**src/dps_pkg.sv**
```systemverilog
// Constants, state codes and command word layout of the drive power state machine
package dps_pkg;

   // Object indices of the two words
   localparam logic [15:0] CMD_INDEX   = 16'h6040;
   localparam logic [15:0] STATE_INDEX = 16'h6041;

   // Word width and reset value of the command word
   localparam int          WORD_W    = 16;
   localparam logic [15:0] CMD_RESET = 16'h0000;

   // State word bit positions
   localparam int SW_ARMED    = 0;
   localparam int SW_ENERGY   = 1;
   localparam int SW_RUN      = 2;
   localparam int SW_ERROR    = 3;
   localparam int SW_VOLTAGE  = 4;
   localparam int SW_NO_DECEL = 5;
   localparam int SW_INHIBIT  = 6;
   localparam int SW_HOLD     = 8;

   // Command patterns on command bits 2..0
   localparam logic [2:0] CMD_ARM      = 3'h6;
   localparam logic [2:0] CMD_ENERGIZE = 3'h7;

   // Operating states, Gray coded along the usual path
   typedef enum logic [2:0] {
      ST_INIT_PENDING = 3'h0,
      ST_INHIBITED    = 3'h1,
      ST_ARMED        = 3'h3,
      ST_ENERGIZED    = 3'h2,
      ST_RUNNING      = 3'h6,
      ST_EMER_DECEL   = 3'h7,
      ST_ERR_REACT    = 3'h5,
      ST_ERR_LATCHED  = 3'h4
   } dps_state_t;

   // Command word field layout
   typedef struct packed {
      logic [5:0] reserved;
      logic       mode_hi;
      logic       hold;
      logic       err_clr;
      logic [2:0] mode_lo;
      logic       run;
      logic       emer_n;
      logic       power;
      logic       energize;
   } dps_cmd_t;

endpackage : dps_pkg

```
**src/dps_power_state_machine.sv**
```systemverilog
// Operating state machine of the drive, driven by command word writes
// Notes on behaviour
// - State shown on bits 0-3,5,6; energized, running, emergency decel patterns fixed.
// - Init pending clears bits 6,3,2,1,0.
// - Power inhibited sets bit 6, clears bits 3 to 0.
// - Armed sets bits 5 and 0, clears bits 6,3,2,1.
// - Error reaction sets bits 3-0; error latched sets only bit 3; bit 6 clear.
// - Bits 4,5,6,9 go to mode logic; bits 10-15 have no effect.
// - Command bit 8 at one triggers a hold of current motion.
// - Pattern 110 arms (T2,T6,T8); pattern 111 energizes from armed (T3).
// - Bit 1 clear drops power; bit 2 clear with bit 1 set starts emergency decel from running, drops power from armed or energized.
// - With 111, bit 3 set runs (T4,T16); bit 3 clear pauses (T5).
// - Rising edge of bit 7 leaves error latched for power inhibited.
// - No arming from power inhibited (T2) without valid bus voltage; validity shown on bit 4.
`timescale 1ns/1ps

module dps_power_state_machine #(
   parameter int WORD_W = dps_pkg::WORD_W
) (
   input  wire logic              sys_clk,
   input  wire logic              rstn,
   input  wire logic              cmd_wr,
   input  wire logic [WORD_W-1:0] cmd_wr_data,
   input  wire logic              init_done,
   input  wire logic              dc_bus_ok,
   input  wire logic              fault_event,
   input  wire logic              fault_react_done,
   input  wire logic              decel_done,
   output logic [WORD_W-1:0]      drive_command_word,
   output logic [WORD_W-1:0]      drive_state_word,
   output dps_pkg::dps_state_t    op_state,
   output logic                   power_stage_on,
   output logic                   motion_enable,
   output logic                   decel_active,
   output logic                   hold_active,
   output logic [3:0]             mode_ctrl
);

   dps_pkg::dps_cmd_t   wr_cmd;
   dps_pkg::dps_cmd_t   cur_cmd;
   dps_pkg::dps_state_t next_op_state;
   logic                pwr_drop;
   logic                emer_req;
   logic                arm_req;
   logic                energize_req;
   logic                run_req;
   logic                pause_req;
   logic                clr_edge;
   logic [WORD_W-1:0]   next_state_word;

   assign wr_cmd  = dps_pkg::dps_cmd_t'(cmd_wr_data);
   assign cur_cmd = dps_pkg::dps_cmd_t'(drive_command_word);

   // Command decode, valid only in a write cycle
   always_comb begin
      pwr_drop     = cmd_wr && !wr_cmd.power;
      emer_req     = cmd_wr && wr_cmd.power && !wr_cmd.emer_n;
      arm_req      = cmd_wr && ({wr_cmd.emer_n, wr_cmd.power, wr_cmd.energize}
                                == dps_pkg::CMD_ARM);
      energize_req = cmd_wr && ({wr_cmd.emer_n, wr_cmd.power, wr_cmd.energize}
                                == dps_pkg::CMD_ENERGIZE);
      run_req      = energize_req && wr_cmd.run;
      pause_req    = energize_req && !wr_cmd.run;
   end

   // Error clear edge, new bit 7 against the stored one
   always_comb begin
      clr_edge = cmd_wr && wr_cmd.err_clr && !cur_cmd.err_clr;
   end

   // Next operating state
   always_comb begin
      next_op_state = op_state;
      case (op_state)
         dps_pkg::ST_INIT_PENDING: begin
            if (init_done) begin
               next_op_state = dps_pkg::ST_INHIBITED;
            end
         end
         dps_pkg::ST_INHIBITED: begin
            if (arm_req && dc_bus_ok) begin
               next_op_state = dps_pkg::ST_ARMED;
            end
         end
         dps_pkg::ST_ARMED: begin
            if (pwr_drop || emer_req) begin
               next_op_state = dps_pkg::ST_INHIBITED;
            end else if (energize_req) begin
               next_op_state = dps_pkg::ST_ENERGIZED;
            end
         end
         dps_pkg::ST_ENERGIZED: begin
            if (pwr_drop || emer_req) begin
               next_op_state = dps_pkg::ST_INHIBITED;
            end else if (arm_req) begin
               next_op_state = dps_pkg::ST_ARMED;
            end else if (run_req) begin
               next_op_state = dps_pkg::ST_RUNNING;
            end
         end
         dps_pkg::ST_RUNNING: begin
            if (pwr_drop) begin
               next_op_state = dps_pkg::ST_INHIBITED;
            end else if (emer_req) begin
               next_op_state = dps_pkg::ST_EMER_DECEL;
            end else if (arm_req) begin
               next_op_state = dps_pkg::ST_ARMED;
            end else if (pause_req) begin
               next_op_state = dps_pkg::ST_ENERGIZED;
            end
         end
         dps_pkg::ST_EMER_DECEL: begin
            if (pwr_drop) begin
               next_op_state = dps_pkg::ST_INHIBITED;
            end else if (run_req) begin
               next_op_state = dps_pkg::ST_RUNNING;
            end else if (decel_done) begin
               next_op_state = dps_pkg::ST_INHIBITED;
            end
         end
         dps_pkg::ST_ERR_REACT: begin
            if (fault_react_done) begin
               next_op_state = dps_pkg::ST_ERR_LATCHED;
            end
         end
         dps_pkg::ST_ERR_LATCHED: begin
            if (clr_edge) begin
               next_op_state = dps_pkg::ST_INHIBITED;
            end
         end
         default: begin
            next_op_state = dps_pkg::ST_INIT_PENDING;
         end
      endcase
      // Fault overrides any command except an error clear edge in error latched
      if (fault_event && (op_state != dps_pkg::ST_ERR_REACT)
                      && (op_state != dps_pkg::ST_ERR_LATCHED)) begin
         next_op_state = dps_pkg::ST_ERR_REACT;
      end
   end

   // State register
   always_ff @(posedge sys_clk) begin
      if (!rstn) begin
         op_state <= dps_pkg::ST_INIT_PENDING;
      end else begin
         op_state <= next_op_state;
      end
   end

   // Command word storage, whole word kept for readback
   always_ff @(posedge sys_clk) begin
      if (!rstn) begin
         drive_command_word <= dps_pkg::CMD_RESET;
      end else if (cmd_wr) begin
         drive_command_word <= cmd_wr_data;
      end
   end

   // State word encode from the next state
   always_comb begin
      next_state_word = '0;
      next_state_word[dps_pkg::SW_VOLTAGE] = dc_bus_ok;
      next_state_word[dps_pkg::SW_HOLD]    = cmd_wr ? wr_cmd.hold : cur_cmd.hold;
      // Bits 0-3, 5 and 6 written out for every state
      case (next_op_state)
         // Waiting for initialisation, all state bits low
         dps_pkg::ST_INIT_PENDING: begin
            next_state_word[dps_pkg::SW_INHIBIT]  = 1'b0;
            next_state_word[dps_pkg::SW_NO_DECEL] = 1'b0;
            next_state_word[dps_pkg::SW_ERROR]    = 1'b0;
            next_state_word[dps_pkg::SW_RUN]      = 1'b0;
            next_state_word[dps_pkg::SW_ENERGY]   = 1'b0;
            next_state_word[dps_pkg::SW_ARMED]    = 1'b0;
         end
         // Power stage locked out
         dps_pkg::ST_INHIBITED: begin
            next_state_word[dps_pkg::SW_INHIBIT]  = 1'b1;
            next_state_word[dps_pkg::SW_NO_DECEL] = 1'b0;
            next_state_word[dps_pkg::SW_ERROR]    = 1'b0;
            next_state_word[dps_pkg::SW_RUN]      = 1'b0;
            next_state_word[dps_pkg::SW_ENERGY]   = 1'b0;
            next_state_word[dps_pkg::SW_ARMED]    = 1'b0;
         end
         // Ready for energizing
         dps_pkg::ST_ARMED: begin
            next_state_word[dps_pkg::SW_INHIBIT]  = 1'b0;
            next_state_word[dps_pkg::SW_NO_DECEL] = 1'b1;
            next_state_word[dps_pkg::SW_ERROR]    = 1'b0;
            next_state_word[dps_pkg::SW_RUN]      = 1'b0;
            next_state_word[dps_pkg::SW_ENERGY]   = 1'b0;
            next_state_word[dps_pkg::SW_ARMED]    = 1'b1;
         end
         // Power stage on, no motion
         dps_pkg::ST_ENERGIZED: begin
            next_state_word[dps_pkg::SW_INHIBIT]  = 1'b0;
            next_state_word[dps_pkg::SW_NO_DECEL] = 1'b1;
            next_state_word[dps_pkg::SW_ERROR]    = 1'b0;
            next_state_word[dps_pkg::SW_RUN]      = 1'b0;
            next_state_word[dps_pkg::SW_ENERGY]   = 1'b1;
            next_state_word[dps_pkg::SW_ARMED]    = 1'b1;
         end
         // Motion enabled
         dps_pkg::ST_RUNNING: begin
            next_state_word[dps_pkg::SW_INHIBIT]  = 1'b0;
            next_state_word[dps_pkg::SW_NO_DECEL] = 1'b1;
            next_state_word[dps_pkg::SW_ERROR]    = 1'b0;
            next_state_word[dps_pkg::SW_RUN]      = 1'b1;
            next_state_word[dps_pkg::SW_ENERGY]   = 1'b1;
            next_state_word[dps_pkg::SW_ARMED]    = 1'b1;
         end
         // Emergency ramp, bit 5 low
         dps_pkg::ST_EMER_DECEL: begin
            next_state_word[dps_pkg::SW_INHIBIT]  = 1'b0;
            next_state_word[dps_pkg::SW_NO_DECEL] = 1'b0;
            next_state_word[dps_pkg::SW_ERROR]    = 1'b0;
            next_state_word[dps_pkg::SW_RUN]      = 1'b1;
            next_state_word[dps_pkg::SW_ENERGY]   = 1'b1;
            next_state_word[dps_pkg::SW_ARMED]    = 1'b1;
         end
         // Error reaction in progress
         dps_pkg::ST_ERR_REACT: begin
            next_state_word[dps_pkg::SW_INHIBIT]  = 1'b0;
            next_state_word[dps_pkg::SW_NO_DECEL] = 1'b0;
            next_state_word[dps_pkg::SW_ERROR]    = 1'b1;
            next_state_word[dps_pkg::SW_RUN]      = 1'b1;
            next_state_word[dps_pkg::SW_ENERGY]   = 1'b1;
            next_state_word[dps_pkg::SW_ARMED]    = 1'b1;
         end
         // Error held until a clear edge
         dps_pkg::ST_ERR_LATCHED: begin
            next_state_word[dps_pkg::SW_INHIBIT]  = 1'b0;
            next_state_word[dps_pkg::SW_NO_DECEL] = 1'b0;
            next_state_word[dps_pkg::SW_ERROR]    = 1'b1;
            next_state_word[dps_pkg::SW_RUN]      = 1'b0;
            next_state_word[dps_pkg::SW_ENERGY]   = 1'b0;
            next_state_word[dps_pkg::SW_ARMED]    = 1'b0;
         end
         default: begin
            next_state_word[dps_pkg::SW_INHIBIT]  = 1'b0;
            next_state_word[dps_pkg::SW_NO_DECEL] = 1'b0;
            next_state_word[dps_pkg::SW_ERROR]    = 1'b0;
            next_state_word[dps_pkg::SW_RUN]      = 1'b0;
            next_state_word[dps_pkg::SW_ENERGY]   = 1'b0;
            next_state_word[dps_pkg::SW_ARMED]    = 1'b0;
         end
      endcase
   end

   // Registered state word
   always_ff @(posedge sys_clk) begin
      if (!rstn) begin
         drive_state_word <= '0;
      end else begin
         drive_state_word <= next_state_word;
      end
   end

   // Power stage on while energized, running or stopping
   always_ff @(posedge sys_clk) begin
      if (!rstn) begin
         power_stage_on <= 1'b0;
      end else begin
         power_stage_on <= (next_op_state == dps_pkg::ST_ENERGIZED)
                        || (next_op_state == dps_pkg::ST_RUNNING)
                        || (next_op_state == dps_pkg::ST_EMER_DECEL)
                        || (next_op_state == dps_pkg::ST_ERR_REACT);
      end
   end

   // Motion allowed only while running
   always_ff @(posedge sys_clk) begin
      if (!rstn) begin
         motion_enable <= 1'b0;
      end else begin
         motion_enable <= (next_op_state == dps_pkg::ST_RUNNING);
      end
   end

   // Ramp down in emergency decel and error reaction
   always_ff @(posedge sys_clk) begin
      if (!rstn) begin
         decel_active <= 1'b0;
      end else begin
         decel_active <= (next_op_state == dps_pkg::ST_EMER_DECEL)
                      || (next_op_state == dps_pkg::ST_ERR_REACT);
      end
   end

   // Hold level follows bit 8 of each write
   always_ff @(posedge sys_clk) begin
      if (!rstn) begin
         hold_active <= 1'b0;
      end else if (cmd_wr) begin
         hold_active <= wr_cmd.hold;
      end
   end

   // Mode controls pass on; reserved bits drive nothing
   always_ff @(posedge sys_clk) begin
      if (!rstn) begin
         mode_ctrl <= '0;
      end else if (cmd_wr) begin
         mode_ctrl <= {wr_cmd.mode_hi, wr_cmd.mode_lo};
      end
   end

endmodule : dps_power_state_machine

```
**config.mk**
```make
export PLATFORM = sky130hd
export DESIGN_NAME = dps_power_state_machine
export DESIGN_NICKNAME = d
export VERILOG_FILES = /design/src/dps_pkg.sv /design/src/dps_power_state_machine.sv
export SDC_FILE = /design/constraint.sdc
export NUM_CORES = 1
export LEC_CHECK = 0
export BUFFER_PORTS_ARGS = -buffer_cell sky130_fd_sc_hd__buf_2
export CORE_UTILIZATION = 48
export CTS_CLUSTER_SIZE = 14
export DETAILED_ROUTE_END_ITERATION = 10
export PLACE_DENSITY = 0.86
export RECOVER_POWER = 100
export SETUP_SLACK_MARGIN = 0.02
export SYNTH_ARGS = -nofsm -noshare
export SYNTH_HDL_FRONTEND = slang
export SYNTH_SLANG_ARGS = --single-unit
```
**constraint.sdc**
```tcl
create_clock -name sys_clk -period 3.6 [get_ports sys_clk]
set_input_delay 0.18 -clock sys_clk [delete_from_list [all_inputs] [get_ports sys_clk]]
set_output_delay 0.18 -clock sys_clk [all_outputs]
set_load 0.05 [all_outputs]
```
==> results.json, run 1 <==
{
  "coreArea_um2": 2540,
  "final_nets": 214,
  "grt_max_degree": 23,
  "grt_pass1_wl_um": 3920,
  "wl_per_cell_um": 11.6,
  "clockBufferDepth": 2,
  "synth.most_common_cell": "dfxtp_1",
  "cts_resized": 0,
  "clkPwrFrac": 0.246,
  "cts_setup_buffers": 0,
  "syn_inst": 139,
  "num_vias": 1092,
  "switchingPower_uw": 271,
  "numCtsBuffers": 5,
  "diodes": 0,
  "first_pass_iters": 3,
  "start_util": 0.520,
  "finalSetupViolations": 0,
  "wl_met1_um": 1140,
  "cts.clk_slew.worst_paths_ns": 0.08,
  "fill_cells": 256,
  "ys_ff_latch": 29,
  "wl_um": 2570,
  "seq_area_frac_synth": 0.439,
  "syn_area_per_cell_um2": 9.52,
  "drt.antenna.violating_nets": 0,
  "yosysTopAreaCellShare": 0.439,
  "critPathRequiredTime_ns": 3.83,
  "ys_async_sr_fraction": 0,
  "fin_worst_skew_ns": 0.00506,
  "yosysTopAreaCell": "dfxtp_1",
  "hold_path.class": "primary input to flip-flop",
  "yosys_warnings": 0,
  "overflow": 0,
  "p_comb_frac": 0.269,
  "root_buffer": "clkbuf_4",
  "syn-cell-area_um2": 1320,
  "io_buffers": 58,
  "grt_pass1_vias": 928,
  "critPathKind": "primary input to flip-flop",
  "wl_met3_um": 191,
  "synth_common_cells": "dfxtp_1 (29), nor2_1 (21), buf_4 (16), mux2i_1 (14), nand2_1 (9)",
  "met2_length_um": 1190,
  "p_seq_frac": 0.485,
  "drv_slew": 0,
  "cts_num_sinks": 29,
  "rows": 18,
  "hpwlAfterDp_um": 1920,
  "max_freq_mhz": 459,
  "slew_headroom": 0.176,
  "synth_cell_type_count": 40,
  "swShare": 0.370,
  "areaGrowthSynthToFinish_pct": 12.2,
  "drt_iter0_drc": 12,
  "start_kind": "primary input",
  "cellLeakagePower_uw": 0.000672,
  "synth.area.top_cells": "dfxtp_1 (44%), mux2i_1 (11%), buf_4 (9.1%)",
  "clk_latency_ns": 0.32,
  "layout-drive-gt1-share": 0.173,
  "worst_pin_slew_ns": 1.24,
  "via_per_inst": 4.94,
  "die_area_um2": 2970,
  "outcome": "completed",
  "drc": 0,
  "p_int_uw": 462,
  "final_core_util": 0.584,
  "ys.flop_type": "dfxtp_1",
  "gp_congestion": 0.841,
  "cts_max_level": 2,
  "crit_path_end_kind": "flip-flop",
  "antenna_found_initial": 0,
  "path_max_fanout": 22,
  "synth_edf_count": 0,
  "cts_tree": "built",
  "pwr_density_cell_nw_per_um2": 494,
  "ir_drop_uv": 340,
  "fp.dieW_um": 54.5,
  "holdPathStages": 2,
  "post-route-period-util": 0.605,
  "cts_hold_buf": 0,
  "rsz0062_at_grt": "no",
  "fin_setup_tns_ns": 0,
  "die_h_um": 54.5,
  "rr_worst_depth": 5,
  "hold_viol_final": 0,
  "worst_ep_arrival_time_ns": 2.41,
  "fin_crit_ns": 2.18,
  "track_usage": 0.196,
  "io_pins": 67,
  "maxUsedRoutingLayer": "met4",
  "drv_cap": 0
}
==> power groups by stage <==
stage	clock network, uW	logic [uW]	registers (uW)
after floorplan	0	111	430
after global placement	0	207	362
after detailed placement	0	209	363
after CTS	188	209	356
after global routing	205	210	359
final	180	197	356
==> per-layer routing <==
layer | up-vias | track usage
met5 | - | 0
li1 | 553 | -
met4 | 0 | 0.128
met2 | 46 | 0.309
met3 | 5 | 0.0750
met1 | 488 | 0.218
==> logic make-up after synthesis <==
kind of cell,Yosys count,share of synthesized area
compound gates,21,0.129
buf+inv,29,0.147
flops,29,0.439
mux,14,0.106
other cells,1,0.00283
simple gates,45,0.177
==> stage by stage <==
step / std cells / total power, uW / setup slack [ns] / area, um^2 / hold slack, ns
finish: 221 / 733 / 1.42 / 1490 / 0.0873
global route: 221 / 774 / 1.21 / 1490 / 0.0861
CTS: 221 / 753 / 1.84 / 1560 / 0.0801
detailed placement: 213 / 572 / 1.77 / 1510 / 0.419
global placement: 213 / 570 / 1.82 / 1510 / 0.407
floorplan: 146 / 541 / 1.67 / 1350 / 0.302
==> layout by cell type (no fill, tap or decap), drive strengths merged <==
| cell type | instances |
|---|---|
| conb | 8 |
| o21ai | 2 |
| a21oi | 7 |
| a221o | 1 |
| o21bai | 1 |
| o22ai | 1 |
| a211oi | 1 |
| a31oi | 1 |
| nand4b | 1 |
| nand4bb | 1 |
| mux2i | 14 |
| nand2b | 1 |
| o211ai | 1 |
| and2 | 1 |
| dfxtp | 29 |
| buf | 21 |
| and4 | 1 |
| o2111ai | 1 |
| o21ba | 1 |
| nand2 | 9 |
| nand4 | 1 |
| nor2 | 22 |
| a31o | 1 |
| nand3 | 2 |
| clkbuf | 45 |
| or4 | 1 |
| o221ai | 1 |
| nor2b | 1 |
| nor3 | 3 |
| and4bb | 1 |
| inv | 8 |
| a21o | 1 |
| o32ai | 1 |
==> critical path: stages <==
cell	delay [ns]
clkbuf_1	0.88
nor2_1	0.11
a221o_1	0.31
o32ai_1	0.61
nor2_2	0.10
a211oi_1	0.23
==> flip-flops by register name, indices dropped and copies added, names as in the netlist <==
| name | count |
|---|---|
| op_state | 3 |
| drive_command_word | 16 |
| motion_enable | 1 |
| drive_state_word | 8 |
| decel_active | 1 |
==> worst paths after layout <==
path,start,endpoint,slack [ns]
hold / removal,dc_bus_ok,drive_state_word[4],0.09
setup reg to reg,op_state[0],drive_state_word[1],1.53
hold reg to reg,drive_command_word[1],drive_command_word[1],0.50
setup / recovery,cmd_wr,drive_state_word[1],1.42
==> final cells by class <==
| class | count | area [um^2] | share of cell area |
|---|---|---|---|
| flip-flops and latches | 29 | 581 | 0.391 |
| well taps | 30 | 37.5 | 0.0253 |
| repair buffers | 58 | 244 | 0.164 |
| clock buffers | 8 | 48.8 | 0.0329 |
| multi-input cells | 88 | 544 | 0.366 |
| inverters | 8 | 30.0 | 0.0202 |
(Power assumes the default switching activity.)
==> run 2, diff against run 1 <==
- ABC_AREA: not set -> 1
- CORE_UTILIZATION: 48 -> 40
- PLACE_DENSITY: 0.86 -> 0.76
- clock period: 3.6 -> 1.82 ns (I/O delays scaled with it)
==> run 2 against run 1 <==
  * Sequential share of layout area down 4.5 points
  * Utilization down 4.2 points
  * Area after synthesis down 0.19%
  * Count of clock-buffer cells in the layout down 1
  * Synthesized cell count up 30%
  * Design area up 13%
  * Non-clock buffer count up 12
  * Global-route usage down 0.19 points
  * Largest cell class unchanged
==> results.json, run 2 <==
{
  "cts_num_sinks": 29,
  "drc": 0,
  "dp_cells": 272,
  "final_cells": 291,
  "die_area_um2": 3540,
  "rsz0062_at_grt": "no",
  "hpwlAfterDp_um": 2130,
  "critPathRequiredTime_ns": 2.04,
  "largest_reg_flops": 16,
  "areaGrowthSynthToFinish_pct": 27.1,
  "crit_chain": "inv_1 -> o21ai_0 -> nand2_1 -> nor2_1 -> nand3_1 -> nor2_1 -> nor2_2 -> nand2_1 -> nand2_1",
  "grt_pass1_wl_um": 5020,
  "timing.rr.end": "drive_state_word[1]",
  "cts_max_level": 2,
  "numCtsBuffers": 5,
  "final_nets": 270,
  "gp_congestion": 0.950,
  "crit_path_max_incr_delay_ns": 0.42,
  "coreArea_um2": 3100,
  "ys_async_sr_fraction": 0,
  "first_pass_iters": 4,
  "rows": 20,
  "crit_path_end_kind": "flip-flop",
  "cts_tree": "built",
  "ys.flop_type": "dfxtp_1",
  "worst_pin_slew_ns": 0.812,
  "syn-cell-area_um2": 1320,
  "yosysTopAreaCell": "dfxtp_1",
  "max_freq_mhz": 643,
  "cts_setup_buffers": 0,
  "busiest_layer": "met2",
  "finalPower_uw": 1580,
  "layout_common_cells": "nor2_1 (42), clkbuf_1 (38), dfxtp_1 (29)",
  "syn_area_per_cell_um2": 7.30,
  "final_common_cell": "nor2_1",
  "grt_max_degree": 21,
  "root_buffer": "clkbuf_4",
  "num_vias": 1310,
  "yosysTopAreaCellShare": 0.439,
  "slew_headroom": 0.459,
  "ir_drop_uv": 374,
  "synth.most_common_cell": "nor2_1",
  "cts.clk_slew.worst_paths_ns": 0.09,
  "r2r_setup_slack_ns": 0.26,
  "die_h_um": 59.5,
  "startpoint": "op_state[2]",
  "fin_crit_ns": 1.56,
  "diodes": 0,
  "start_kind": "flip-flop",
  "clockBufferDepth": 2,
  "pwr_density_cell_nw_per_um2": 942,
  "fin_setup_tns_ns": 0,
  "top_register": "drive_command_word",
  "wl_per_cell_um": 10.5,
  "layout-drive-gt1-share": 0.142,
  "io_buffers": 58,
  "hold_path.class": "primary input to flip-flop",
  "gr-usage-met1": 0.253,
  "synth_cell_type_count": 25,
  "cellLeakagePower_uw": 0.000835,
  "drv_cap": 0,
  "finalSetupViolations": 0,
  "largestRegisters": "drive_command_word: 16 flops, drive_state_word: 8 flops, op_state: 3 flops",
  "grt.met2_usage": 0.297,
  "syn_inst": 181,
  "ys_ff_latch": 29,
  "synth_edf_count": 0,
  "wl_um": 3060,
  "crit-reg2reg-launch": "op_state[2]",
  "endpoint": "drive_state_word[1]",
  "hold_viol_final": 0,
  "seq_area_frac_synth": 0.439,
  "rr_worst_depth": 9,
  "crit_buf_inv": 1,
  "drt_iter0_drc": 41,
  "drv_slew": 0,
  "grt_pass1_vias": 1130,
  "cp.depth": 9,
  "post-route-period-util": 0.855,
  "yosys_warnings": 0,
  "io_pins": 67,
  "path_max_fanout": 6,
  "fp.dieW_um": 59.5,
  "grtUsageMet3": 0.0524,
  "track_usage": 0.194,
  "clk_latency_ns": 0.32,
  "critPathSlowestCell": "dfxtp_1",
  "critPathKind": "flip-flop to flip-flop",
  "overflow": 0,
  "start_util": 0.426,
  "cpMostUsedCell": "nand2_1",
  "fin_worst_skew_ns": 0.000694,
  "outcome": "completed",
  "synth.area.top_cells": "dfxtp_1 (44%), nor2_1 (11%), buf_4 (8.0%)",
  "worst_ep_arrival_time_ns": 1.78,
  "antenna_found_initial": 0,
  "drt.antenna.violating_nets": 0,
  "synth_common_cells": "nor2_1 (40), dfxtp_1 (29), nand2_1 (25), inv_1 (20)",
  "via_per_inst": 4.50,
  "cpLargestDelayFamily": "simple AND/OR/NAND/NOR gates"
}
run 2: tightest hold or removal path: cells and delay by family:
kind / cells / cell delay (ns)
buffers and inverters: 1 / 0.08
AND/OR/NAND/NOR: 2 / 0.13
run 2: worst min path at each step:
stage	slack (ns)	to	startpoint	cells after the start
5_1_grt	0.03	drive_state_word[8]	cmd_wr_data[8]	3
3_3_place_gp	0.29	drive_state_word[4]	dc_bus_ok	3
2_1_floorplan	0.18	drive_state_word[4]	dc_bus_ok	2
3_5_place_dp	0.29	drive_state_word[4]	dc_bus_ok	3
4_1_cts	0.01	drive_state_word[8]	cmd_wr_data[8]	3
6_report	0.02	drive_state_word[8]	cmd_wr_data[8]	3
run 2: kinds of logic (layout without fill, tap and decap cells):
kind of cell,after synthesis,count (layout),synth area share
AND/OR/NAND/NOR,88,88,0.305
buffers and inverters,39,98,0.157
flip-flops,29,29,0.439
AO/OA/AOI/OAI,24,24,0.0956
other,1,8,0.00284
run 2: layer usage:
| layer | part of all wire | vias up | wire length [um] |
|---|---|---|---|
| met4 | 0.018 | 0 | 55 |
| met2 | 0.45 | 58 | 1370 |
| met5 | 0 | - | 0 |
| met3 | 0.070 | 6 | 214 |
| li1 | - | 675 | - |
| met1 | 0.46 | 571 | 1420 |
run 2: metrics by stage:
step | util | hold slack [ns] | setup slack [ns] | instance area, um^2
floorplan | - | 0.184 | 0.118 | 1350
global placement | 0.505 | 0.291 | 0.309 | 1570
detailed placement | 0.505 | 0.292 | 0.297 | 1570
CTS | 0.563 | 0.0137 | 0.257 | 1750
global route | 0.541 | 0.0332 | 0.0365 | 1680
finish | 0.541 | 0.0205 | 0.264 | 1680
run 2: what timing repair did:
item | 4_1_cts | 5_1_grt
setup endpoints to repair | 0 | 0
endpoints found under the hold margin | 11 | 0
gates resized for setup | 0 | 0
hold buffers | 11 | 0
run 2: layout make-up:
type                    count  area [um^2]
multi-input cells         120          541
fillers                   340         1420
clock buffers               7         65.1
repair buffers             70          358
inverters                  20         75.1
flip-flops and latches     29          581
well taps                  44         55.1
clock inverters             1         5.00
run 2: report_power, final:
| group | internal (uW) | switching, uW |
|---|---|---|
| sequential | 679 | 24.7 |
| combinational | 90.8 | 344 |
| clock | 224 | 220 |
| total | 993 | 589 |
==> run 3, diff against run 2 <==
- GPL_TIMING_DRIVEN: not set -> 0
==> run 3 against run 2 <==
  * Global-route usage is 1.3 points lower
  * Register-to-register slack hardly changed
  * Utilization is 3.8 points higher
  * Setup slack worse by 0.0045 ns
  * Critical path depth stayed put
  * Critical endpoint unchanged
  * Largest cell class unchanged
  * Highest routed layer unchanged
==> results.json, run 3 (same netlist as run 2, synthesis figures left out) <==
{
  "outcome": "completed",
  "io_pins": 67,
  "whs_ns": 0.0135,
  "place_ws_ns": 0.318,
  "track_usage": 0.181,
  "die_h_um": 59.5,
  "io_buffers": 57,
  "fp.dieW_um": 59.5,
  "root_buffer": "clkbuf_4",
  "fill_cells": 320,
  "cts_num_sinks": 29,
  "drv_cap": 0,
  "holdPathStages": 3,
  "grt_pass1_vias": 1127,
  "worst_pin_slew_ns": 0.615,
  "cts.clk_slew.worst_paths_ns": 0.09,
  "critPathKind": "flip-flop to flip-flop",
  "largest_reg_flops": 16,
  "hold_path.class": "primary input to flip-flop",
  "slew_headroom": 0.592,
  "drt_iter0_drc": 52,
  "cts_tree": "built",
  "first_pass_iters": 4,
  "drv_slew": 0,
  "cellLeakagePower_uw": 0.000916,
  "placed_area_um2": 1690,
  "hpwlAfterDp_um": 2220,
  "grt_pass1_wl_um": 4730,
  "drt.antenna.violating_nets": 0,
  "clockBufferDepth": 2,
  "fin_worst_skew_ns": 0.00264,
  "gp_congestion": 0.847,
  "worst_ep_arrival_time_ns": 1.78,
  "fin_crit_ns": 1.56,
  "hold_viol_final": 0,
  "grt_max_degree": 11,
  "crit_path_end_kind": "flip-flop",
  "final_common_cell": "nor2_1",
  "fin_setup_tns_ns": 0,
  "final_nets": 287,
  "numCtsBuffers": 5,
  "critPathRequiredTime_ns": 2.04,
  "rows": 20,
  "pwr_density_cell_nw_per_um2": 898,
  "layout-drive-gt1-share": 0.189,
  "cts_setup_buffers": 0,
  "path_max_fanout": 6,
  "rr_worst_depth": 9,
  "max_freq_mhz": 641,
  "top_register": "drive_command_word",
  "ir_drop_uv": 477,
  "wl_per_cell_um": 9.99,
  "layout_common_cells": "nor2_1 (42), clkbuf_1 (39), dfxtp_1 (29)",
  "rsz0062_at_grt": "no",
  "cts_max_level": 2,
  "finalSetupViolations": 0,
  "die_area_um2": 3540,
  "clk_latency_ns": 0.32,
  "drc": 0,
  "post-route-period-util": 0.858,
  "via_per_inst": 4.30,
  "start_kind": "flip-flop",
  "areaGrowthSynthToFinish_pct": 36.0,
  "final_area_um2": 1800,
  "diodes": 0,
  "setup_ws_ns": 0.259,
  "largestRegisters": "drive_command_word: 16 flops, drive_state_word: 8 flops, op_state: 3 flops",
  "cts_resized": 0,
  "overflow": 0,
  "wl_um": 3080,
  "antenna_found_initial": 0,
  "coreArea_um2": 3100,
  "finalPower_uw": 1610,
  "start_util": 0.426,
  "num_vias": 1323
}
-- run 3: changes by cell type in the layout (fill, tap and decap cells not counted) --
cell | previous run | this run
buf_2 | 21 | 22
buf_1 | 0 | 1
buf_4 | 0 | 14
clkbuf_1 | 38 | 39
-- run 3: path summary, 6_finish.rpt --
check                                      startpoint                     to  slack, ns
worst max register to register            op_state[2]    drive_state_word[1]       0.26
worst max-delay path                      op_state[2]    drive_state_word[1]       0.26
worst min-delay path                   cmd_wr_data[8]  drive_command_word[8]       0.01
worst min register to register  drive_command_word[0]  drive_command_word[0]       0.49
-- run 3: cell type report --
cell class / instances / area, um^2 / area share
Clock buffer: 7 / 65.1 / 0.0362
Clock inverter: 1 / 5.00 / 0.00279
Multi-Input combinational cell: 120 / 541 / 0.301
Inverter: 20 / 75.1 / 0.0418
Timing Repair Buffer: 68 / 350 / 0.195
Buffer: 19 / 125 / 0.0696
Tap cell: 44 / 55.1 / 0.0306
Sequential cell: 29 / 581 / 0.323
-- run 3: per-layer routing --
metal,track usage,wire [um]
met1,0.220,1420
met2,0.295,1430
met3,0.0633,209
met4,0.0612,25
met5,0,0
-- run 3: worst max-delay path, stage by stage, from the launching register on --
cell and delay (ns):
dfxtp_1 0.42, inv_1 0.13, o21ai_0 0.22, nand2_1 0.07, nor2_1 0.13, nand3_1 0.09, nor2_1 0.16, nor2_2 0.07
nand2_1 0.11, nand2_1 0.07
-- run 3: stage by stage --
| stage | instances | util |
|---|---|---|
| floorplan | 188 | - |
| finish | 308 | 0.579 |
| global route | 308 | 0.579 |
| global placement | 289 | 0.544 |
| CTS | 308 | 0.602 |
| detailed placement | 289 | 0.544 |
-- run 3: where the power goes --
group / internal, uW / total [uW] / switching [uW]
Clock: 224 / 446 / 223
Sequential: 679 / 703 / 24.4
Combinational: 115 / 464 / 349
-- run 3: repair_timing --
item | in CTS | in global routing
endpoints found under the setup margin | 0 | 0
hold endpoints to repair | 11 | 0
hold buffers | 11 | 0
